**config.mk**
```make
export PLATFORM = sky130hd
export DESIGN_NAME = mka_local_adjust
export DESIGN_NICKNAME = d
export VERILOG_FILES = /design/src/mka_pkg.sv /design/src/mka_local_adjust.sv /design/src/mka_key_filter.sv /design/src/mka_rerange.sv
export SDC_FILE = /design/constraint.sdc
export NUM_CORES = 1
export LEC_CHECK = 0
export ABC_AREA = 1
export BUFFER_PORTS_ARGS = -buffer_cell sky130_fd_sc_hd__buf_2
export CORE_UTILIZATION = 45
export CTS_CLUSTER_DIAMETER = 150
export DETAILED_ROUTE_END_ITERATION = 10
export SYNTH_ARGS = -nofsm -noshare
export SYNTH_HDL_FRONTEND = slang
export SYNTH_SLANG_ARGS = --single-unit
```
**constraint.sdc**
```tcl
create_clock -name clk_i -period 6.2 [get_ports clk_i]
set_input_delay 0.31 -clock clk_i [delete_from_list [all_inputs] [get_ports clk_i]]
set_output_delay 0.31 -clock clk_i [all_outputs]
set_load 0.02 [all_outputs]
```
**src/mka_pkg.sv**
```systemverilog
package mka_pkg;
   // widths of measured pressure and register addresses
   localparam int PW = 16;
   localparam int AW = 8;

   // register byte offsets
   localparam logic [AW-1:0] ADR_CTRL = 8'h00;
   localparam logic [AW-1:0] ADR_STATUS = 8'h04;
   localparam logic [AW-1:0] ADR_LOW = 8'h08;
   localparam logic [AW-1:0] ADR_HIGH = 8'h0c;
   localparam logic [AW-1:0] ADR_MAX = 8'h10;
   localparam logic [AW-1:0] ADR_PICK = 8'h14;

   // values after reset
   localparam logic [31:0] RST_CTRL = 32'h0000_0000;
   localparam logic [PW-1:0] RST_LOW = 16'h0000;
   localparam logic [PW-1:0] RST_HIGH = 16'h1000;
   localparam logic [PW-1:0] RST_MAX = 16'hffff;

   // field positions
   localparam int CTRL_LOOP_MODE = 0;

   // jumper codes; 0 is the factory position
   localparam logic [1:0] JMP_SIMPLE = 2'h0;
   localparam logic [1:0] JMP_WP = 2'h1;
   localparam logic [1:0] JMP_OFF = 2'h2;
   localparam logic [1:0] JMP_COMPLETE = 2'h3;

   // timing
   localparam longint CLK_HZ = 20_000_000;
   localparam longint HOLD_S = 2;
   localparam longint HOLD_CYC = HOLD_S * CLK_HZ;
   localparam longint DEB_MS = 10;
   localparam longint DEB_CYC = DEB_MS * CLK_HZ / 1000;

   // menu depth and width of sub branches
   localparam int LEVELS = 3;
   localparam int SUB_ITEMS = 8;
   localparam int NUM_MAIN = 6;

   // main menu entries
   typedef enum logic [2:0] {
      M_LOOP_RUN,
      M_TUNE,
      M_SETUP,
      M_TOTAL,
      M_TRIM,
      M_ESC
   } mka_item_t;

   // working range pair
   typedef struct packed {
      logic [PW-1:0] low;
      logic [PW-1:0] high;
   } mka_range_t;
endpackage : mka_pkg

```
**src/mka_local_adjust.sv**
```systemverilog
`timescale 1ns/10ps
module mka_local_adjust
   import mka_pkg::*;
#(
   parameter longint HOLD = HOLD_CYC,
   parameter longint DEB = DEB_CYC
)
(
   input wire logic clk_i,
   input wire logic rst_i,
   input wire logic cyc_i,
   input wire logic stb_i,
   input wire logic we_i,
   input wire logic [AW-1:0] adr_i,
   input wire logic [31:0] dat_i,
   input wire logic [3:0] sel_i,
   output logic [31:0] dat_o,
   output logic ack_o,
   input wire logic key_nav_i,
   input wire logic key_pick_i,
   input wire logic [1:0] jumper_i,
   input wire logic display_i,
   input wire logic [PW-1:0] pressure_i,
   output logic nv_wr_o,
   output mka_range_t nv_data_o,
   output logic menu_active_o,
   output logic [1:0] menu_level_o,
   output logic [2:0] menu_item_o,
   output logic pick_o,
   output logic [2:0] pick_item_o,
   output logic wp_o
);
   localparam int HW = $clog2(HOLD + 1);

   typedef enum logic {ST_MEASURE, ST_BROWSE} mka_state_t;

   mka_state_t state;
   logic [1:0] keys;
   logic nav;
   logic pick;
   logic nav_d;
   logic pick_d;
   logic nav_rise;
   logic pick_rise;
   logic [HW-1:0] hold_cnt;
   logic hold_fire;
   logic loop_mode;
   logic simple_en;
   logic complete_en;
   logic local_en;
   logic menu_ok;
   logic sensing_only_mode_simple;
   logic zero_req;
   logic span_req;
   logic [1:0] level;
   logic [2:0] item;
   logic [2:0] first_item;
   logic [2:0] step_item;
   logic [2:0] step_sub;
   logic [31:0] wmask;
   logic [31:0] rdata;
   logic acc;
   logic wr;
   logic [2:0] last_pick;
   mka_range_t range;
   logic [PW-1:0] max_lim;
   logic rng_done;

   ////////////////////////////////////////////////////////////////////
   // key conditioning

   // one filter per magnetic key
   genvar g;
   generate
      for (g = 0; g < 2; g++)
      begin : g_key
         mka_key_filter #(
            .CNT(int'(DEB))
         ) u_filt (
            .clk_i(clk_i),
            .rst_i(rst_i),
            .raw_i(g == 0 ? key_nav_i : key_pick_i),
            .level_o(keys[g])
         );
      end
   endgenerate

   assign nav = keys[0];
   assign pick = keys[1];
   assign nav_rise = nav & ~nav_d;
   assign pick_rise = pick & ~pick_d;

   // edge history of filtered keys
   always_ff @(posedge clk_i)
   begin
      if (rst_i)
      begin
         nav_d <= 1'b0;
         pick_d <= 1'b0;
      end
      else
      begin
         nav_d <= nav;
         pick_d <= pick;
      end
   end

   // hold timer, restarts when the pressed set changes
   always_ff @(posedge clk_i)
   begin
      if (rst_i)
         hold_cnt <= '0;
      else if ((nav ^ pick) == 1'b0 || nav_rise || pick_rise || hold_fire)
         hold_cnt <= '0;
      else
         hold_cnt <= hold_cnt + 1'b1;
   end

   assign hold_fire = (nav ^ pick) && hold_cnt == HW'(HOLD - 1);

   ////////////////////////////////////////////////////////////////////
   // adjustment mode decode

   always_comb
   begin
      simple_en = !display_i || jumper_i == JMP_SIMPLE;
      complete_en = display_i && jumper_i == JMP_COMPLETE;
      local_en = (simple_en || complete_en) && !(loop_mode && !display_i);
      menu_ok = local_en && (complete_en || loop_mode);
      sensing_only_mode_simple = local_en && simple_en && !loop_mode;
      wp_o = jumper_i == JMP_WP;
   end

   // simple transmitter: held nav sets low, held pick sets high
   assign zero_req = sensing_only_mode_simple && state == ST_MEASURE && hold_fire && nav;
   assign span_req = sensing_only_mode_simple && state == ST_MEASURE && hold_fire && pick;

   ////////////////////////////////////////////////////////////////////
   // main menu item selection

   // whether a main entry is offered
   function automatic logic offered(input logic [2:0] it, input logic lm, input logic cm);
      logic ok;
      ok = it < 3'(NUM_MAIN);
      if (!lm && (it == M_LOOP_RUN || it == M_TUNE))
         ok = 1'b0;
      if (lm && !cm && !(it == M_LOOP_RUN || it == M_TOTAL || it == M_ESC))
         ok = 1'b0;
      return ok;
   endfunction : offered

   // next offered entry after cur, wrapping
   function automatic logic [2:0] next_offered(input logic [2:0] cur, input logic lm,
                                               input logic cm);
      logic [2:0] res;
      logic found;
      logic [2:0] cand;
      res = cur;
      found = 1'b0;
      for (int i = 1; i <= NUM_MAIN; i++)
      begin
         cand = 3'((int'(cur) + i) % NUM_MAIN);
         if (!found && offered(cand, lm, cm))
         begin
            res = cand;
            found = 1'b1;
         end
      end
      return res;
   endfunction : next_offered

   always_comb
   begin
      first_item = next_offered(3'(NUM_MAIN - 1), loop_mode, complete_en);
      step_item = next_offered(item, loop_mode, complete_en);
      step_sub = (item == 3'(SUB_ITEMS - 1)) ? 3'h0 : item + 3'h1;
   end

   ////////////////////////////////////////////////////////////////////
   // menu walker

   // browse state, level and shown item
   always_ff @(posedge clk_i)
   begin
      if (rst_i)
      begin
         state <= ST_MEASURE;
         level <= 2'h0;
         item <= 3'h0;
      end
      else if (!menu_ok)
      begin
         state <= ST_MEASURE;
         level <= 2'h0;
         item <= 3'h0;
      end
      else
      begin
         unique case (state)
            ST_MEASURE:
               if (nav_rise)
               begin
                  state <= ST_BROWSE;
                  level <= 2'h0;
                  item <= first_item;
               end
            ST_BROWSE:
               if (pick_rise)
               begin
                  if (level == 2'h0 && item == M_ESC)
                     state <= ST_MEASURE;
                  else if (level != 2'h0 && item == 3'(SUB_ITEMS - 1))
                  begin
                     level <= level - 2'h1;
                     item <= (level == 2'h1) ? first_item : 3'h0;
                  end
                  else if (level != 2'(LEVELS - 1))
                  begin
                     level <= level + 2'h1;
                     item <= 3'h0;
                  end
               end
               else if (nav_rise || (hold_fire && nav))
                  item <= (level == 2'h0) ? step_item : step_sub;
         endcase
      end
   end

   // activation pulse for the shown item
   always_ff @(posedge clk_i)
   begin
      if (rst_i)
      begin
         pick_o <= 1'b0;
         pick_item_o <= 3'h0;
      end
      else
      begin
         pick_o <= menu_ok && state == ST_BROWSE && pick_rise;
         if (menu_ok && state == ST_BROWSE && pick_rise)
            pick_item_o <= item;
      end
   end

   assign menu_active_o = state == ST_BROWSE;
   assign menu_level_o = level;
   assign menu_item_o = item;

   ////////////////////////////////////////////////////////////////////
   // range store and nonvolatile commit

   mka_rerange u_rng (
      .clk_i(clk_i),
      .rst_i(rst_i),
      .zero_i(zero_req),
      .span_i(span_req),
      .pressure_i(pressure_i),
      .wr_low_i(wr && adr_i == ADR_LOW),
      .wr_high_i(wr && adr_i == ADR_HIGH),
      .wr_max_i(wr && adr_i == ADR_MAX),
      .wdata_i(PW'((32'(adr_i == ADR_HIGH ? range.high : adr_i == ADR_MAX ? max_lim : range.low)
                   & ~wmask) | (dat_i & wmask))),
      .range_o(range),
      .max_o(max_lim),
      .done_o(rng_done)
   );

   // nonvolatile write strobe, suppressed while protected
   always_ff @(posedge clk_i)
   begin
      if (rst_i)
      begin
         nv_wr_o <= 1'b0;
         nv_data_o <= '0;
      end
      else
      begin
         nv_wr_o <= rng_done && !wp_o;
         nv_data_o <= range;
      end
   end

   ////////////////////////////////////////////////////////////////////
   // wishbone slave

   assign acc = cyc_i && stb_i && !ack_o;
   assign wr = acc && we_i;
   assign wmask = {{8{sel_i[3]}}, {8{sel_i[2]}}, {8{sel_i[1]}}, {8{sel_i[0]}}};

   // read mux, unmapped reads zero
   always_comb
   begin
      unique case (adr_i)
         ADR_CTRL: rdata = {31'h0000_0000, loop_mode};
         ADR_STATUS: rdata = {21'h0_0000, wp_o, complete_en, simple_en, local_en,
                              menu_active_o, level, item, 1'b0};
         ADR_LOW: rdata = 32'(range.low);
         ADR_HIGH: rdata = 32'(range.high);
         ADR_MAX: rdata = 32'(max_lim);
         ADR_PICK: rdata = 32'(last_pick);
         default: rdata = 32'h0000_0000;
      endcase
   end

   // one cycle ack, registered read data
   always_ff @(posedge clk_i)
   begin
      if (rst_i)
      begin
         ack_o <= 1'b0;
         dat_o <= 32'h0000_0000;
      end
      else
      begin
         ack_o <= acc;
         if (acc)
            dat_o <= rdata;
      end
   end

   // operating mode bit and last activated item
   always_ff @(posedge clk_i)
   begin
      if (rst_i)
      begin
         loop_mode <= RST_CTRL[CTRL_LOOP_MODE];
         last_pick <= 3'h0;
      end
      else
      begin
         if (wr && adr_i == ADR_CTRL && sel_i[0])
            loop_mode <= dat_i[CTRL_LOOP_MODE];
         if (pick_o)
            last_pick <= pick_item_o;
      end
   end
endmodule : mka_local_adjust

```
**src/mka_key_filter.sv**
```systemverilog
`timescale 1ns/10ps
module mka_key_filter
   import mka_pkg::*;
#(
   parameter int CNT = 200000
)
(
   input wire logic clk_i,
   input wire logic rst_i,
   input wire logic raw_i,
   output logic level_o
);
   localparam int CW = $clog2(CNT + 1);
   logic sync_a;
   logic sync_b;
   logic [CW-1:0] cnt;

   // two stage synchroniser
   always_ff @(posedge clk_i)
   begin
      if (rst_i)
      begin
         sync_a <= 1'b0;
         sync_b <= 1'b0;
      end
      else
      begin
         sync_a <= raw_i;
         sync_b <= sync_a;
      end
   end

   // level accepted only after a stable run
   always_ff @(posedge clk_i)
   begin
      if (rst_i)
      begin
         cnt <= '0;
         level_o <= 1'b0;
      end
      else if (sync_b == level_o)
         cnt <= '0;
      else if (cnt == CW'(CNT - 1))
      begin
         cnt <= '0;
         level_o <= sync_b;
      end
      else
         cnt <= cnt + 1'b1;
   end
endmodule : mka_key_filter

```
**src/mka_rerange.sv**
```systemverilog
`timescale 1ns/10ps
module mka_rerange
   import mka_pkg::*;
(
   input wire logic clk_i,
   input wire logic rst_i,
   input wire logic zero_i,
   input wire logic span_i,
   input wire logic [PW-1:0] pressure_i,
   input wire logic wr_low_i,
   input wire logic wr_high_i,
   input wire logic wr_max_i,
   input wire logic [PW-1:0] wdata_i,
   output mka_range_t range_o,
   output logic [PW-1:0] max_o,
   output logic done_o
);
   logic [PW-1:0] span;
   logic [PW:0] shifted;
   logic [PW-1:0] next_high;

   // zero keeps the span, clamped at the sensor limit
   always_comb
   begin
      span = range_o.high - range_o.low;
      shifted = {1'b0, pressure_i} + {1'b0, span};
      if (shifted > {1'b0, max_o})
         next_high = max_o;
      else
         next_high = shifted[PW-1:0];
   end

   // range registers and sensor limit
   always_ff @(posedge clk_i)
   begin
      if (rst_i)
      begin
         range_o <= '{low: RST_LOW, high: RST_HIGH};
         max_o <= RST_MAX;
         done_o <= 1'b0;
      end
      else
      begin
         done_o <= zero_i | span_i | wr_low_i | wr_high_i;
         if (zero_i)
         begin
            range_o.low <= pressure_i;
            range_o.high <= next_high;
         end
         else if (span_i)
            range_o.high <= pressure_i;
         else
         begin
            if (wr_low_i)
               range_o.low <= wdata_i;
            if (wr_high_i)
               range_o.high <= wdata_i;
         end
         if (wr_max_i)
            max_o <= wdata_i;
      end
   end
endmodule : mka_rerange

```
Word level (Yosys, flattened, before mapping)
Cells that the tools add are included.
- shifts and indexed selects: 0
- add/subtract/negate cells: 14
- divide/modulo/power cells: 6
- reductions and logical operators: 109
- bitwise gates (word level): 17
- muxes and demuxes: 61
- order comparisons: 7
- $mul: 0
- eq/ne operators: 43
- operators by type and width (cell ; number):
    32-bit by 4-bit modulo with 32-bit output, second input constant ; 6
    16-bit 2-to-1 mux ; 7
    16-bit case mux with 6 select lines ; 1
    3-bit 2-to-1 mux ; 19
    1-bit logical AND ; 45
    18-bit by 1-bit adder with 18-bit output, second input constant ; 2
    18-bit equality test, second input constant ; 2
    16-bit AND ; 2
    32-bit 2-to-1 mux ; 1
    26-bit by 1-bit adder with 26-bit output, second input constant ; 1
    26-bit equality test, second input constant ; 1
    1-bit logical OR ; 25
    1-bit 2-to-1 mux ; 25
    3-bit equality test, second input constant ; 8
    3-bit by 1-bit equality test with 1-bit output, second input constant ; 6
    3-bit by 2-bit equality test with 1-bit output, second input constant ; 6
    1-bit zero test ; 18
    3-bit zero test ; 6
    3-bit less-than comparator, second input constant ; 6
    16-bit by 16-bit adder with 17-bit output ; 1
    17-bit by 16-bit > comparator with 1-bit output ; 1
    8-bit by 4-bit equality test with 1-bit output, second input constant ; 2
    8-bit by 5-bit equality test with 1-bit output, second input constant ; 2
    16-bit NOT ; 1
    35 further kinds ; 63
- input port bits: 70
- memories: 0
- output and inout bits: 77
- word-level logic and storage cells: 284
- register bits: 199
- RAM bits: 0
- latch bits: 0
- ROM bits: 0

Longest topological paths before layout
Gate-level depths: netlist of run 1.
- word-level depth: 28
- gate-level depth with buffers: 36
- depth with buffers taken out: 36

By module
A second synthesis of run 1 with hierarchy kept.
- cell total of the unflattened synthesis: 1743
- area total of the unflattened synthesis: 11954.0 um2
- modules (own cells, without submodules) (module ; seq. area each (um2) ; instances ; area an instance (um2) ; cells each):
    mka_local_adjust ; 1841.8 ; 1 ; 5501.5 ; 802
    mka_rerange ; 980.9 ; 1 ; 4453.0 ; 669
    mka_key_filter ; 420.4 ; 2 ; 999.7 ; 136

Worst setup path after synthesis of run 1
Ideal clock, no wire load.
- path kind: register -> register
- start point: reg u_rng.range_o[0] in the netlist's numbering
- end point: reg u_rng.range_o[10] in the netlist's numbering
- path slack: 1698 ps
- data required time: 6078 ps
- library setup time: 122 ps
- cell stages (with the launch flop): 32
- arrival time: 4379 ps
- clock period less this slack: 4502 ps
- buffers on the path: 1
- path through: dfxtp_1 > inv_1 > ha_1 > inv_1 > fa_1 > nand3_1 > nand3_1 > a21oi_1 > o21ai_0 > xor2_1 > ha_1 > nand2_1 > nor3_1 > nand2_1 > nand2_1 > a21boi_0 > o21ai_0 > nand2_1 > nand2_1 > a21boi_0 > or2_2 > nand2_1 > inv_1 > ha_1 > nand4_1 > nor4_1 > nand3_1 > nand2_1 > buf_2 > nand2_1 > o211ai_1 > a21oi_1
- cells in the longest elaborated chain, start to end: 5
- RTL lines (element ; RTL line ; source):
    start, declared ; mka_rerange.sv:14 ; output mka_range_t range_o,
    start signal, assigned ; mka_rerange.sv:38 ; range_o <= '{low: RST_LOW, high: RST_HIGH};
    16-bit subtractor (*) ; mka_rerange.sv:25 ; span = range_o.high - range_o.low;
    16-bit by 16-bit adder with 17-bit output (*) ; mka_rerange.sv:26 ; shifted = {1'b0, pressure_i} + {1'b0, span};
    17-bit by 16-bit > comparator with 1-bit output ; mka_rerange.sv:27 ; if (shifted > {1'b0, max_o})
    16-bit 2-to-1 mux (*) ; mka_rerange.sv:27 ;
    32-bit 2-to-1 mux (*) ; mka_rerange.sv:45 ; if (zero_i)
Mark *: on every way between the ends. The rest lies on a longest branch, timed or not.
A chain may end at the register's enable or synchronous reset.

Final worst setup path of run 1
- start point: reg u_rng.range_o[18] in the netlist's numbering
- end point: reg u_rng.range_o[12] in the netlist's numbering
The elaborated chain is that of the path after synthesis.

==> impl_metrics.csv, run 1 <==
group,metric,value,unit
logic_synthesis,yosys_warnings,0,
hold_path,whs_path_depth,3,
drt,remaining_drc_errors,0,
cells_and_area,diodes,0,
logic_synthesis,synthTopCellsByCount,"289 x nand2_1, 249 x inv_1, 183 x dfxtp_1, 166 x nor2_1, 142 x a21oi_1",
clocking,cts_hold_buf,0,
clocking,cts_tree,"done",
place,pre_cts_ws,815,ps
run,maxCapViolations,0,
power_and_ir_drop,power_density,198,nW/um^2
logic_synthesis,synth_cell_types,54,
die,die_w,159,um
die,die_h,159,um
clocking,ctsResizeCount,0,
setup_path,reg2reg_slack,790,ps
status,outcome,"finished clean",
cells_and_area,final_util,51.3,%
setup_path,reg2reg_to,"u_rng.range_o[12]",
timing,max_slew.worst_pin.slew,939,ps
drt,viasPerCell,5.25,
setup_path,worstSetupPathType,"reg -> reg",
setup_path,crit_arrival,5740,ps
drt,wl_per_cell,15.0,um
power_and_ir_drop,ir_worst_vdd,0.000156,V
hold_path,holdPathEnd,"g_key[1].u_filt.sync_a",
logic_synthesis,yosysTopAreaCell,"dfxtp_1",
setup_path,cpMaxStageDelayCell,"nor3b_1",
timing,skew,22.8,ps
setup_path,r2r_cells,29,
cells_and_area,synthToLayoutAreaGrowth,12.1,%
setup_path,crit_required,6530,ps
grt,grt_max_degree,45,
logic_synthesis,synth-main-ff-cell,"dfxtp_1",
die,initial_core_util,45.8,%
die,die_area,25400,um^2
cells_and_area,nets,1863,
clocking,path_clk_slew,70,ps
logic_synthesis,syn_inst,1636,
logic_synthesis,yosysTopAreaCellShare,32.9,%
setup_path,max_stage_delay,430,ps
logic_synthesis,async_reset_ff_share,0,%
power_and_ir_drop,p_int,1840,uW
drt,via_count,10841,
place,port_buffers,112,
timing,setup_ws,786,ps
drt,dr.pass1.iters,5,
place,gp_congestion,0.928,
timing,min_period,5410,ps
power_and_ir_drop,switching_share,25.9,%
setup_path,reg2reg_from,"u_rng.range_o[18]",
grt,globalRouteTotalUtil,24.6,%
power_and_ir_drop,p_clk_share,46.7,%
power_and_ir_drop,p_sw,641,uW
drt,drt_iter0_drc,744,
timing,drv_slew,0,
cells_and_area,drive_above_1_share,10.4,%
setup_path,worst-path-max-fanout,26,
clocking,clk_path_buf_depth,2,
power_and_ir_drop,p_leak,0.00583,uW
timing,hold_viol,0,
power_and_ir_drop,combPwrFrac,5.8,%
drt,antenna_left,0,
logic_synthesis,synth-seq-cells,183,
clocking,clockRootBuffer,"clkbuf_16",
hold_path,min_path_type,"in -> reg",
setup_path,crit_path_frequent_cell,"nand2_1",
setup_path,cp-start-kind,"flop",
clocking,numCtsBuffers,17,
timing,tns,0,ps
logic_synthesis,syn_area_per_cell,6.80,um^2
logic_synthesis,synth_edf_count,0,
setup_path,endpoint_kind,"flop",
grt,grt.overflow.total,0,
place,post-dp-hpwl,24.0,mm
die,ios,147,
logic_synthesis,synth_area,11100,um^2
grt,first_global_vias,9942,
clocking,cts_setup_buffers,0,
die,rows,57,
logic_synthesis,ys_top_cells_by_area,"dfxtp_1 33%, nand2_1 9.7%, inv_1 8.4%",
timing,slew-limit-headroom,37.3,%
grt,grt_pass1_wl,50.3,mm
clocking,cts.sinks,183,
timing,finalSetupViolCount,0,
power_and_ir_drop,seqPwrFrac,47.6,%
logic_synthesis,synth_most_common_cell,"nand2_1",
clocking,h-tree-depth,4,
drt,wl,31.0,mm
clocking,clkLatencyLatePin,450,ps
timing,rsz0062_at_grt,"no",
hold_path,hp-start,"key_pick_i",
logic_synthesis,seq_area_frac_synth,32.9,%
timing,period_share,87.3,%
timing,fmax,185,MHz
die,core,24300,um^2
grt,grt_antenna_before_repair,0,
-- layout by cell type (no fill, tap or decap), types with 6 or more instances in the layout --
cell,count
xnor2_1,6
xor2_1,34
nor3_1,38
nand4_1,31
inv_6,6
nand3_1,72
inv_1,249
buf_2,112
clkbuf_16,17
nor2_1,166
o21ai_1,9
nor4_1,11
ha_1,65
o211ai_1,40
conb_1,16
dfxtp_1,183
o21ai_0,137
nor3b_1,16
nand2_1,289
nor2_2,11
a21oi_1,142
-- registers in the layout (all words and copies together), names as in the netlist, 2 cells and up --
register	count
hold_cnt	26
nv_data_o	32
u_rng.range_o	32
menu_level_o	2
g_key.u_filt.level_o	2
dat_o	16
g_key.u_filt.sync_a	2
g_key.u_filt.sync_b	2
last_pick	3
g_key.u_filt.cnt	36
u_rng.max_o	16
pick_item_o	3
menu_item_o	3
-- critical path, delay by kind of cell, from the launching register on --
kind / cells / cell delay, ps
flip-flops: 1 / 300
buffers and inverters: 3 / 530
XOR/XNOR: 2 / 380
AO/OA/AOI/OAI: 11 / 1860
adder cells (fa/ha/maj): 3 / 970
AND/OR/NAND/NOR: 10 / 1260
-- layout make-up --
| cell class | instances | area (um^2) |
|---|---|---|
| Sequential cell | 183 | 3660 |
| Clock inverter | 14 | 176 |
| Multi-Input combinational cell | 1150 | 6240 |
| Tap cell | 324 | 405 |
| Inverter | 257 | 965 |
| Fill cell | 2502 | 11800 |
| Clock buffer | 18 | 429 |
| Timing Repair Buffer | 117 | 598 |
-- power groups by stage --
stage                     logic (uW)  registers, uW  clock network (uW)
after floorplan                 98.1           1210                   0
after global placement           140           1210                   0
after detailed placement         142           1210                   0
after CTS                        142           1180                1170
after global routing             159           1180                1220
final                            143           1180                1160
-- cell families (layout without fill, tap and decap cells) --
| group | count (synthesis) | after routing | synth area share [%] |
|---|---|---|---|
| compound gates | 374 | 374 | 18.9 |
| xor+xnor | 40 | 40 | 3.15 |
| fa+ha+maj | 67 | 67 | 7.67 |
| buf+inv | 318 | 406 | 11.5 |
| flops | 183 | 183 | 32.9 |
| other cells | 1 | 16 | 0.0337 |
| simple gates | 653 | 653 | 25.8 |
-- per-layer routing --
layer | global-route usage (%) | vias up | part of all wire [%]
met5 | 0 | - | 0
met4 | 7.43 | 0 | 1.9
met3 | 2.97 | 31 | 5.6
met2 | 39.6 | 318 | 44
met1 | 34.4 | 4942 | 49
li1 | - | 5550 | -
-- metrics by stage --
step	cells	instance area, um^2	total power [uW]	hold slack [ps]
5_1_grt	2063	12500	2550	93.2
6_report	2063	12500	2480	86.0
4_1_cts	2063	12500	2490	76.1
3_5_place_dp	2031	11900	1350	403
3_3_place_gp	2031	11900	1350	395
2_1_floorplan	1651	11200	1300	388
-- worst max path at each step --
stage                 startpoint                 to  slack [ps]  cells after the start
2_1_floorplan   u_rng.range_o[0]  u_rng.range_o[10]        1700                     31
3_3_place_gp    u_rng.range_o[0]  u_rng.range_o[12]         870                     33
3_5_place_dp    u_rng.range_o[0]  u_rng.range_o[12]         810                     33
4_1_cts         u_rng.range_o[0]  u_rng.range_o[12]         790                     33
5_1_grt         u_rng.range_o[0]  u_rng.range_o[12]         190                     33
6_report       u_rng.range_o[18]  u_rng.range_o[12]         790                     29
No activity file was read; power rests on OpenSTA's default activity.
==> run 2, diff against run 1 <==
Settings changed: CTS_BUF_LIST set to sky130_fd_sc_hd__clkbuf_16.
==> run 2 against run 1 <==
  * Register-to-register slack about the same
  * Via count about the same
  * Combinational power about the same
  * Cell area unchanged
  * Core utilization unchanged
  * Total power about the same
  * Worst setup slack worse by 1.3 ps
  * Flip-flop and latch count unchanged
  * Critical endpoint unchanged
  * Largest power group unchanged
==> impl_metrics.csv, run 2 (synthesis results as in run 1) <==
group,metric,value,unit
place,pre_cts_ws,815,ps
clocking,clockRootBuffer,"clkbuf_16",
drt,dr.pass1.iters,5,
status,outcome,"finished clean",
cells_and_area,max_flop_register,"g_key.u_filt.cnt",
place,port_buffers,112,
clocking,path_clk_slew,70,ps
timing,finalSetupViolCount,0,
place,gp_congestion,0.928,
timing,period_share,87.3,%
place,post-dp-hpwl,24.0,mm
cells_and_area,drive_above_1_share,10.4,%
timing,hold_viol,0,
timing,min_period,5420,ps
hold_path,min_path_type,"in -> reg",
drt,drt_iter0_drc,744,
grt,grt_max_degree,45,
timing,fmax,185,MHz
die,core,24300,um^2
timing,setup_ws,785,ps
clocking,cts_tree,"done",
hold_path,hp-start,"key_pick_i",
die,die_w,159,um
drt,remaining_drc_errors,0,
cells_and_area,nets,1863,
hold_path,whs_path_depth,3,
cells_and_area,reg_top3,"g_key.u_filt.cnt (36), nv_data_o (32), u_rng.range_o (32)",
clocking,numCtsBuffers,17,
setup_path,reg2reg_from,"u_rng.range_o[18]",
cells_and_area,synthToLayoutAreaGrowth,12.1,%
power_and_ir_drop,p_leak,0.00583,uW
drt,via_count,10840,
clocking,ctsResizeCount,0,
drt,antenna_left,0,
die,rows,57,
drt,wl_per_cell,15.0,um
setup_path,cp-start-kind,"flop",
clocking,clkLatencyLatePin,450,ps
timing,drv_slew,0,
setup_path,worst-path-max-fanout,26,
power_and_ir_drop,power_density,198,nW/um^2
timing,tns,0,ps
die,die_h,159,um
clocking,cts_hold_buf,0,
cells_and_area,diodes,0,
cells_and_area,final_cell_mix,"289 x nand2_1, 250 x inv_1, 183 x dfxtp_1",
clocking,cts.sinks,183,
grt,first_global_vias,9942,
die,die_area,25400,um^2
cells_and_area,fillers,2502,
cells_and_area,final_common_cell,"nand2_1",
setup_path,cpMaxStageDelayCell,"nor3b_1",
grt,grt.overflow.total,0,
die,initial_core_util,45.8,%
grt,grt_pass1_wl,50.3,mm
grt,grt_antenna_before_repair,0,
cells_and_area,multi_input_area,6240,um^2
setup_path,r2r_cells,29,
grt,globalRouteTotalUtil,24.6,%
timing,slew-limit-headroom,37.3,%
run,maxCapViolations,0,
timing,skew,22.8,ps
clocking,h-tree-depth,4,
cells_and_area,final_util,51.3,%
setup_path,worstSetupPathType,"reg -> reg",
clocking,clk_path_buf_depth,2,
setup_path,endpoint_kind,"flop",
setup_path,crit_path_frequent_cell,"nand2_1",
cells_and_area,largest_reg_flops,36,
cells_and_area,regArea,3660,um^2
die,ios,147,
setup_path,reg2reg_slack,780,ps
timing,max_slew.worst_pin.slew,939,ps
setup_path,crit_required,6530,ps
hold_path,holdPathEnd,"g_key[1].u_filt.sync_a",
drt,wl,31.0,mm
setup_path,max_stage_delay,430,ps
setup_path,crit_arrival,5740,ps
timing,rsz0062_at_grt,"no",
setup_path,reg2reg_to,"u_rng.range_o[12]",
power_and_ir_drop,ir_worst_vdd,0.000155,V
drt,viasPerCell,5.25,
clocking,cts_setup_buffers,0,
-- run 2: cell count changes in the layout (fill, tap and decap cells not counted), sizes merged --
| cell | delta |
|---|---|
| clkbuf | -1 |
| inv | +1 |
-- run 2: layer usage --
metal | global-route usage, % | wire, um | up-vias
li1 | - | - | 5550
met1 | 34.4 | 15200 | 4939
met2 | 39.6 | 13600 | 320
met3 | 2.97 | 1730 | 31
met4 | 7.43 | 587 | 0
met5 | 0 | 0 | -
-- run 2: layout make-up --
class,instances,area share [%]
Inverter,257,7.73
Multi-Input combinational cell,1150,50.0
Clock inverter,15,1.44
Sequential cell,183,29.4
Tap cell,324,3.25
Clock buffer,17,3.41
Timing Repair Buffer,117,4.79
-- run 2: metrics by stage --
| stage | power (uW) | instance area [um^2] | cells | hold slack [ps] |
|---|---|---|---|---|
| 3_5_place_dp | 1350 | 11900 | 2031 | 403 |
| 4_1_cts | 2490 | 12500 | 2063 | 76.1 |
| 5_1_grt | 2550 | 12500 | 2063 | 93.2 |
| 2_1_floorplan | 1300 | 11200 | 1651 | 388 |
| 3_3_place_gp | 1350 | 11900 | 2031 | 395 |
| 6_report | 2480 | 12500 | 2063 | 86.0 |
-- run 2: power by group --
part	leakage, uW	switching [uW]	internal (uW)	total, uW
registers	0.00148	1.27	1180	1180
logic	0.00405	98.7	44.0	143
clock network	0.000303	541	614	1150
-- run 2: worst max-delay path by stage --
| stage | start | to | slack [ps] |
|---|---|---|---|
| 2_1_floorplan | u_rng.range_o[0] | u_rng.range_o[10] | 1700 |
| 3_3_place_gp | u_rng.range_o[0] | u_rng.range_o[12] | 870 |
| 3_5_place_dp | u_rng.range_o[0] | u_rng.range_o[12] | 810 |
| 4_1_cts | u_rng.range_o[0] | u_rng.range_o[12] | 790 |
| 5_1_grt | u_rng.range_o[0] | u_rng.range_o[12] | 190 |
| 6_report | u_rng.range_o[18] | u_rng.range_o[12] | 780 |
-- run 2: critical path, delay by kind of cell, from the launching register on --
family	cells	cell delay [ps]
buffers and inverters	3	530
XOR/XNOR	2	380
adder cells (fa/ha/maj)	3	970
flip-flops	1	300
AND/OR/NAND/NOR	10	1260
AO/OA/AOI/OAI	11	1860
